--- src/instr_decode_pkg.sv ---
// constants, classes and carrier types for the instruction word decoder
package instr_decode_pkg;
    // word and field widths
    localparam int WORD_W   = 14;
    localparam int FILE_W   = 7;
    localparam int BIT_W    = 3;
    localparam int LIT_W    = 8;
    localparam int TARGET_W = 11;
    localparam int OP_W     = 4;
    localparam int PHASE_W  = 2;

    // quarter periods of the oscillator per instruction cycle
    localparam int QUARTERS_PER_CYCLE = 4;
    localparam logic [PHASE_W-1:0] PHASE_LAST = 2'h3;
    localparam logic [PHASE_W-1:0] PHASE_FIRST = 2'h0;

    // field positions inside the word
    localparam int TOP_HI     = 13;
    localparam int TOP_LO     = 12;
    localparam int BYTE_OP_HI = 11;
    localparam int BYTE_OP_LO = 8;
    localparam int DEST_POS   = 7;
    localparam int FILE_HI    = 6;
    localparam int BIT_OP_HI  = 11;
    localparam int BIT_OP_LO  = 10;
    localparam int BIT_HI     = 9;
    localparam int BIT_LO     = 7;
    localparam int JUMP_POS   = 11;

    // top two bits of each format
    localparam logic [1:0] TOP_BYTE = 2'h0;
    localparam logic [1:0] TOP_BIT  = 2'h1;
    localparam logic [1:0] TOP_JUMP = 2'h2;
    localparam logic [1:0] TOP_LIT  = 2'h3;

    // selected operation codes
    localparam logic [OP_W-1:0] OP_MISC   = 4'h0;
    localparam logic [OP_W-1:0] OP_DECFSZ = 4'hb;
    localparam logic [OP_W-1:0] OP_INCFSZ = 4'hf;
    localparam logic [1:0]      BOP_SKIPC = 2'h2;
    localparam logic [1:0]      BOP_SKIPS = 2'h3;
    localparam logic [OP_W-1:0] LOP_RETLW = 4'h4;

    // whole words: no-operation, and words that change the program counter without a target
    localparam logic [WORD_W-1:0] WORD_NOP    = 14'h0000;
    localparam logic [WORD_W-1:0] WORD_RETURN = 14'h0008;
    localparam logic [WORD_W-1:0] WORD_RETFIE = 14'h0009;

    // destination select values
    localparam logic DEST_ACC  = 1'b0;
    localparam logic DEST_FILE = 1'b1;

    typedef enum logic [1:0] {
        CLASS_BYTE = 2'b00,
        CLASS_BIT  = 2'b01,
        CLASS_CTRL = 2'b10
    } iclass_e;

    typedef struct packed {
        iclass_e               iclass;
        logic [OP_W-1:0]       opcode;
        logic                  dest;
        logic [FILE_W-1:0]     file_sel;
        logic [BIT_W-1:0]      bit_sel;
        logic [LIT_W-1:0]      literal;
        logic [TARGET_W-1:0]   target;
        logic                  is_jump;
        logic                  pc_change;
        logic                  is_skip;
        logic                  forced_nop;
        logic [WORD_W-1:0]     word;
    } decoded_s;

    localparam decoded_s DECODED_RESET = '0;
endpackage : instr_decode_pkg

--- src/quarter_sequencer.sv ---
// four-period instruction cycle sequencer
`timescale 1ns/1ps
`default_nettype none
module quarter_sequencer
(
    input  wire logic                                 clk,
    input  wire logic                                 rst,
    output logic [instr_decode_pkg::PHASE_W-1:0]      phase,
    output logic                                      cycle_end
);
    import instr_decode_pkg::*;

    logic [PHASE_W-1:0] next_phase;

    // phase wraps after the last quarter
    always_comb
    begin
        next_phase = (phase == PHASE_LAST) ? PHASE_FIRST : phase + 2'h1;
    end

    always_ff @(posedge clk or posedge rst)
    begin
        if (rst)
            phase <= PHASE_FIRST;
        else
            phase <= next_phase;
    end

    assign cycle_end = (phase == PHASE_LAST);
endmodule : quarter_sequencer
`default_nettype wire

--- src/instr_word_decoder.sv ---
// instruction word decoder with two-cycle sequencing
//
// Contract
// - every instruction is one 14-bit word
// - sort words into byte, bit, control classes
// - destination 0 to accumulator, 1 to file
// - file selector spans 0x00 to 0x7f
// - bit select picks one of eight bits
// - extract 8-bit literal or 11-bit target
// - don't-care bits ignored, either value accepted
// - one cycle, two on skip or jump
// - instruction cycle is four clock periods
// - byte format: 00, op, dest, file
// - bit format: 01, op, bit, file
// - literal format: 11, op, literal byte
`timescale 1ns/1ps
`default_nettype none
module instr_word_decoder
(
    input  wire logic                                MCLK,
    input  wire logic                                RST,
    input  wire logic [instr_decode_pkg::WORD_W-1:0] INSTR_WORD,
    input  wire logic                                SKIP_TRUE,
    output instr_decode_pkg::decoded_s               DECODED,
    output logic [instr_decode_pkg::PHASE_W-1:0]     CYCLE_PHASE,
    output logic                                     CYCLE_END,
    output logic                                     PREFETCH_DISCARD
);
    import instr_decode_pkg::*;

    decoded_s           decoded;
    decoded_s           next_decoded;
    decoded_s           fresh;
    logic [PHASE_W-1:0] phase;
    logic               cycle_end;
    logic               two_cycle;

    // quarter period sequencer
    quarter_sequencer u_seq
    (
        .clk       (MCLK),
        .rst       (RST),
        .phase     (phase),
        .cycle_end (cycle_end)
    );

    // clears the don't-care positions of a literal operation code
    function automatic logic [OP_W-1:0] lit_op(input logic [OP_W-1:0] op);
        logic [OP_W-1:0] r;
        r = op;
        if (op[3:1] == 3'h7)
            r = 4'he;
        else if (op[3:2] == 2'h0)
            r = 4'h0;
        else if (op[3:2] == 2'h1)
            r = 4'h4;
        else if (op[3:1] == 3'h6)
            r = 4'hc;
        return r;
    endfunction : lit_op

    // splits the fetched word into its fields
    always_comb
    begin
        fresh = DECODED_RESET;
        fresh.word     = INSTR_WORD;
        fresh.file_sel = INSTR_WORD[FILE_HI:0];
        unique case (INSTR_WORD[TOP_HI:TOP_LO])
            TOP_BYTE:
            begin
                fresh.opcode = INSTR_WORD[BYTE_OP_HI:BYTE_OP_LO];
                fresh.dest   = INSTR_WORD[DEST_POS];
                // misc words without a destination are control
                if (fresh.opcode == OP_MISC && !INSTR_WORD[DEST_POS])
                    fresh.iclass = CLASS_CTRL;
                else
                    fresh.iclass = CLASS_BYTE;
                fresh.is_skip   = (fresh.opcode == OP_DECFSZ) ||
                                  (fresh.opcode == OP_INCFSZ);
                fresh.pc_change = (INSTR_WORD == WORD_RETURN) ||
                                  (INSTR_WORD == WORD_RETFIE);
            end
            TOP_BIT:
            begin
                fresh.iclass  = CLASS_BIT;
                fresh.opcode  = {2'h0, INSTR_WORD[BIT_OP_HI:BIT_OP_LO]};
                fresh.bit_sel = INSTR_WORD[BIT_HI:BIT_LO];
                fresh.is_skip = (INSTR_WORD[BIT_OP_HI:BIT_OP_LO] == BOP_SKIPC) ||
                                (INSTR_WORD[BIT_OP_HI:BIT_OP_LO] == BOP_SKIPS);
            end
            TOP_JUMP:
            begin
                fresh.iclass    = CLASS_CTRL;
                fresh.is_jump   = 1'b1;
                fresh.opcode    = {3'h0, INSTR_WORD[JUMP_POS]};
                fresh.target    = INSTR_WORD[TARGET_W-1:0];
                fresh.pc_change = 1'b1;
            end
            TOP_LIT:
            begin
                fresh.iclass    = CLASS_CTRL;
                fresh.opcode    = lit_op(INSTR_WORD[BYTE_OP_HI:BYTE_OP_LO]);
                fresh.literal   = INSTR_WORD[LIT_W-1:0];
                fresh.pc_change = (fresh.opcode == LOP_RETLW);
            end
        endcase
        if (fresh.iclass == CLASS_CTRL)
            fresh.file_sel = '0;
    end

    // two cycles on taken skip or branch
    assign two_cycle = decoded.pc_change || (decoded.is_skip && SKIP_TRUE);

    // loads the next instruction, or a forced no-operation after a two-cycle one, at the last quarter of each cycle
    always_comb
    begin
        next_decoded = decoded;
        if (cycle_end)
        begin
            if (two_cycle && !decoded.forced_nop)
            begin
                next_decoded            = DECODED_RESET;
                next_decoded.iclass     = CLASS_CTRL;
                next_decoded.word       = WORD_NOP;
                next_decoded.forced_nop = 1'b1;
            end
            else
                next_decoded = fresh;
        end
    end

    // decoded instruction register
    always_ff @(posedge MCLK or posedge RST)
    begin
        if (RST)
            decoded <= DECODED_RESET;
        else
            decoded <= next_decoded;
    end

    assign DECODED          = decoded;
    assign CYCLE_PHASE      = phase;
    assign CYCLE_END        = cycle_end;
    // prefetched word is dropped at this cycle end
    assign PREFETCH_DISCARD = cycle_end && two_cycle && !decoded.forced_nop;
endmodule : instr_word_decoder
`default_nettype wire

--- config.mk ---
export PLATFORM = sky130hd
export DESIGN_NAME = instr_word_decoder
export DESIGN_NICKNAME = d
export VERILOG_FILES = /design/src/instr_decode_pkg.sv /design/src/quarter_sequencer.sv /design/src/instr_word_decoder.sv
export SDC_FILE = /design/constraint.sdc
export NUM_CORES = 1
export LEC_CHECK = 0
export BUFFER_PORTS_ARGS = -buffer_cell sky130_fd_sc_hd__buf_4
export CORE_MARGIN = 4
export CORE_UTILIZATION = 40
export DETAILED_ROUTE_END_ITERATION = 12
export HOLD_SLACK_MARGIN = 0.15
export MAX_ROUTING_LAYER = met4
export PLACE_DENSITY_LB_ADDON = 0.12
export SLEW_MARGIN = 20
export SYNTH_ARGS = -nofsm -noshare
export SYNTH_HDL_FRONTEND = slang
export SYNTH_SLANG_ARGS = --single-unit
--- constraint.sdc ---
create_clock -name MCLK -period 2.3 [get_ports MCLK]
set_clock_uncertainty 0.15 [all_clocks]
set_input_delay 0.46 -clock MCLK [delete_from_list [all_inputs] [get_ports MCLK]]
set_output_delay 0.46 -clock MCLK [all_outputs]
set_load 0.005 [all_outputs]
== After elaboration in Yosys (flattened, before gate mapping) ==
Index checks and enable logic that the tools add are counted.

* Bits in registers: 56
* Input bits: 17
* Output and inout port bits: 58
* Logic and storage cells: 59

* Add/sub/neg operators: 1
* Equality and inequality tests: 15
* Mux-type cells: 16
* Reduce and logical (&&, ||, !) cells: 14

{| class="wikitable"
|+ Operators by type and width
! cell !! number
|-
| $mux 54 || 1
|-
| $eq 14x4->1 const B || 2
|-
| $pmux 6 s4 || 1
|-
| $mux 4 || 5
|-
| $eq 2x2->1 const B || 6
|-
| $mux 12 || 1
|-
| $eq 4x4->1 const B || 2
|-
| $mux 8 || 1
|-
| $mux 7 || 1
|-
| $eq 3x3->1 const B || 2
|-
| $logic_and 1x1->1 || 5
|-
| $eq 2x1->1 const B || 2
|-
| $eq 4x3->1 const B || 1
|-
| $logic_not 2->1 || 2
|-
| $logic_not 4->1 || 1
|-
| $logic_or 1x1->1 || 4
|-
| $mux 2 || 2
|-
| $mux 3 || 1
|-
| $pmux 1 s3 || 1
|-
| $add 2x1->2 const B || 1
|-
| $logic_not 1->1 || 2
|-
| $pmux 1 s2 || 1
|-
| $mux 1 || 1
|}

== Logic depth before layout (Yosys ltp) ==
* Depth in word-level cells: 10
* Depth in mapped cells: 6
* Mapped depth without buffers: 4

== Modules after synthesis ==
A second synthesis with hierarchy kept.

* Cells, all modules: 189
* Area total of the unflattened synthesis: 2264.7 um^2

{| class="wikitable"
|+ Modules (own cells, without submodules)
! module !! instances !! cells each !! area an instance (um^2) !! seq. area each (um^2)
|-
| instr_word_decoder || 1 || 184 || 2194.6 || 1351.3
|-
| quarter_sequencer || 1 || 5 || 70.1 || 50.0
|}

== Worst setup path before layout ==
Ideal clock, no wire load.

* Path kind: register -> output
* Start point: register u_seq.phase[0] (netlist name)
* End point: output PREFETCH_DISCARD
* Arrival time: 1.102 ns
* Data required time: 1.690 ns
* Path slack: 0.588 ns
* Cell stages (with the launch flop): 6
* Path buffers: 2
* Path through: dfrtp_1 ha_1 buf_2 buf_2 nand3_1 inv_1

* Cells in the longest elaborated chain, start to end: 3

{| class="wikitable"
|+ Ends and longest elaborated chain
! element !! line !! source
|-
| start, declared || quarter_sequencer.sv:8 || <nowiki>output logic [instr_decode_pkg::PHASE_W-1:0] phase,</nowiki>
|-
| start signal, assigned || quarter_sequencer.sv:26 || <nowiki>phase <= next_phase;</nowiki>
|-
| $eq 2x2->1 || quarter_sequencer.sv:29 || <nowiki>assign cycle_end = (phase == PHASE_LAST);</nowiki>
|-
| via CYCLE_END || instr_word_decoder.sv:26 || <nowiki>output logic CYCLE_END,</nowiki>
|-
| $logic_and 1x1->1 (2 in a row) || instr_word_decoder.sv:145 || <nowiki>assign PREFETCH_DISCARD = cycle_end && two_cycle && !decoded.forced_nop;</nowiki>
|-
| end, declared || instr_word_decoder.sv:27 || <nowiki>output logic PREFETCH_DISCARD</nowiki>
|}

The timed path passes the listed nets, and every way through them passes these cells.

== Worst setup path after layout ==
* Start point: register u_seq.phase[0] (netlist name)
* End point: output PREFETCH_DISCARD

* Cells in the longest elaborated chain, start to end: 3

{| class="wikitable"
|+ Ends and longest elaborated chain
! element !! line
|-
| $eq 2x2->1 || quarter_sequencer.sv:29
|-
| $logic_and 1x1->1 (2 in a row) || instr_word_decoder.sv:145
|}

Every way passes these cells.

==> flow_summary.yaml <==
global_route:
  antenna_found_initial: 0
  grt_max_degree: 34
  grt_pass1_vias: 1981
  grt_pass1_wl_mm: 10.41
  track_usage_pct: 18.20
  grt.overflow.total: 0
clock_network:
  cts_sinks: 56
  path_clk_slew_ns: 0.09
  cts_buffers: 5
  clockBufferDepth: 2
  cts_tree: "done"
  post-cts-setup-buffers: 0
  cts.htree.levels: 2
  clock_latency_ns: 0.30
  cts-root-buf: "clkbuf_8"
worst_hold_path:
  hold_depth: 2
  hp-start: "INSTR_WORD[0]"
  hold_class: "input pin to register"
  hold_path_end: "DECODED[18]$_DFFE_PP0P_"
setup_path:
  cp_cell_sequence: "ha_1, nand3_1, inv_1, buf_4"
  crit_path_end_kind: "primary output"
  rr_startpoint: "u_seq.phase[0]$_DFF_PP0_"
  worstSetupPathType: "register to primary output"
  rr_worst_depth: 5
  critPathRequiredTime_ns: 1.69
  cp.arrival_ns: 1.34
  critical_path.max_stage_delay_ns: 0.39
  cp-start-kind: "register"
  cp_num_buf_inv: 2
  cp_top_family: "flip-flops"
  crit_fanout: 6
  reg2reg_to: "DECODED[34]$_DFFE_PP0P_"
  worst_path_max_delay_cell: "dfrtp_1"
  r2r_slack_ns: 0.51
route:
  viasPerCell: 5.350
  finalWirelength_mm: 6.113
  vias: 1867
  wire_per_inst_um: 17.52
  drt_iter0_markers: 118
  post-route-drc-count: 0
  ant_nets: 0
  dr.pass1.iters: 4
cells_and_area:
  nFillCells: 567
  nets: 291
  synthToLayoutAreaGrowth_pct: 30.18
  num_antenna_cells: 0
  drive_gt1_share_pct: 39.42
timing:
  finalHoldViolCount: 0
  final.setup.worst_slack_ns: 0.3492
  relSlewSlack_pct: 63.03
  period_share_pct: 84.82
  setup_viol: 0
  worst_pin_slew_ns: 0.5545
  max_freq_ghz: 0.5126
  tns_ns: 0
  drv_slew: 0
  rsz0062_at_grt: "no"
  period_minus_slack_ns: 1.951
yosys:
  ys.flop_type: "dfrtp_1"
  synth-async-reset-ratio_pct: 100.0
  ys_warn_count: 0
  synthCells: 199
  syn_area_per_cell_um2: 12.25
  synth_edf_count: 0
  syn_area_um2: 2437
  ys_seq_area_share_pct: 57.49
  ys_types: 40
  synth_nets: 217
  ys_ff_latch: 56
floorplanning:
  floorplan.die_area_um2: 7406
  core-area_um2: 5921
  rows: 28
  fp.dieH_um: 86.06
  initial_core_util_pct: 41.17
  dieWidth_um: 86.06
  ios: 75
place:
  pre_cts_ws_ns: 0.4664
  dp_hpwl_mm: 4.405
  io_buffers: 74
  place.gp.congestion: 0.7777
power:
  powerDensity_nw_per_um2: 612.6
  leakagePower_nw: 1.493
  p_total_mw: 1.944
  ir_worst_vdd_mv: 0.3084
flow_run:
  drv_cap: 0
status:
  status: "finished, final reports clean"
==> synthesized netlist by cell type (2+ instances only) <==
master,instances,share of area [%]
dfrtp_1,56,57
nand2_1,25,3.9
o2bb2ai_1,25,9.0
a22o_1,13,4.7
inv_1,12,1.8
o32ai_2,8,5.3
buf_2,6,1.2
o21ai_0,6,1.2
clkbuf_1,4,0.62
nor2_1,4,0.62
a21oi_1,3,0.62
buf_6,3,1.4
nand2b_1,3,0.77
a21o_1,2,0.62
and2_1,2,0.51
inv_2,2,0.31
nand3_1,2,0.41
==> power breakdown <==
| part | internal [mW] | total [mW] | switching [mW] | leakage (nW) |
|---|---|---|---|---|
| clock | 0.241 | 0.551 | 0.310 | 0.0510 |
| sequential | 1.05 | 1.09 | 0.0445 | 0.726 |
| combinational | 0.160 | 0.301 | 0.141 | 0.716 |
| total | 1.45 | 1.94 | 0.495 | 1.49 |
==> worst register-to-register path: cells and delay by family (launching register included) <==
family / cells / cell delay (ns)
and+or+nand+nor: 2 / 0.47
DFF: 1 / 0.39
adders and majority gates: 1 / 0.33
buffers and inverters: 1 / 0.24
AOI/OAI and AO/OA: 1 / 0.13
==> worst max-delay path by stage <==
stage                        startpoint                 endpoint  cells past startpoint
6_report       u_seq.phase[0]$_DFF_PP0_         PREFETCH_DISCARD                      4
5_1_grt        u_seq.phase[0]$_DFF_PP0_         PREFETCH_DISCARD                      4
4_1_cts        u_seq.phase[0]$_DFF_PP0_         PREFETCH_DISCARD                      4
3_5_place_dp             INSTR_WORD[12]  DECODED[41]$_DFFE_PP0P_                      4
3_3_place_gp             INSTR_WORD[12]  DECODED[41]$_DFFE_PP0P_                      4
2_1_floorplan                       RST   DECODED[0]$_DFFE_PP0P_                      1
==> layout by cell type (no fill, tap or decap), types with 3 or more instances in the layout <==
master and count:
buf_4 78, dfrtp_1 56, nand2_1 25, o2bb2ai_1 25, a22o_1 13, inv_1 11, o32ai_2 8, o21ai_0 6
clkbuf_8 6, nor2_1 4, inv_2 3, nand2b_1 3, a21oi_1 3
==> registers in the layout, indices dropped and copies added (netlist names) <==
signal       flops
u_seq.phase      2
DECODED         54
==> cell families (layout without fill, tap and decap cells) <==
group / Yosys count / after routing / share of synthesized area, %
muxes: 1 / 1 / 0.4107
adders and majority gates: 1 / 1 / 0.5133
DFF: 56 / 56 / 57.49
and+or+nand+nor: 44 / 44 / 9.343
buffers and inverters: 28 / 103 / 5.698
AOI/OAI and AO/OA: 69 / 69 / 26.54
==> per-stage QoR <==
stage	cell area (µm²)	hold slack (ns)	std cells	util, %
floorplan	2437	0.2964	199	-
global placement	3070	0.2607	340	51.86
detailed placement	3070	0.2573	340	51.86
CTS	3173	0.2372	349	53.59
global route	3173	0.2484	349	53.59
finish	3173	0.2451	349	53.59
==> repair_timing <==
| action | in CTS | in global routing |
|---|---|---|
| gates resized for setup | 0 | 0 |
| endpoints found under the setup margin | 0 | 0 |
| hold buffers | 1 | 0 |
| endpoints found under the hold margin | 9 | 0 |
==> layer usage <==
layer / GRT usage, % / vias up / routed length [µm]
li1: - / 869 / -
met1: 26.37 / 932 / 2902
met2: 26.56 / 62 / 2779
met3: 3.842 / 4 / 389
met4: 3.453 / 0 / 42
met5: - / - / 0
==> area by class of cell <==
class	count	area (µm²)	share of cell area, %
clock buffers	6	82.58	2.603
clock inverters	2	10.01	0.3155
inverters	14	52.55	1.656
multi-input cells	115	897.1	28.27
flip-flops and latches	56	1401	44.16
well taps	75	93.84	2.957
repair buffers	81	635.6	20.03
(Power assumes the default switching activity.)
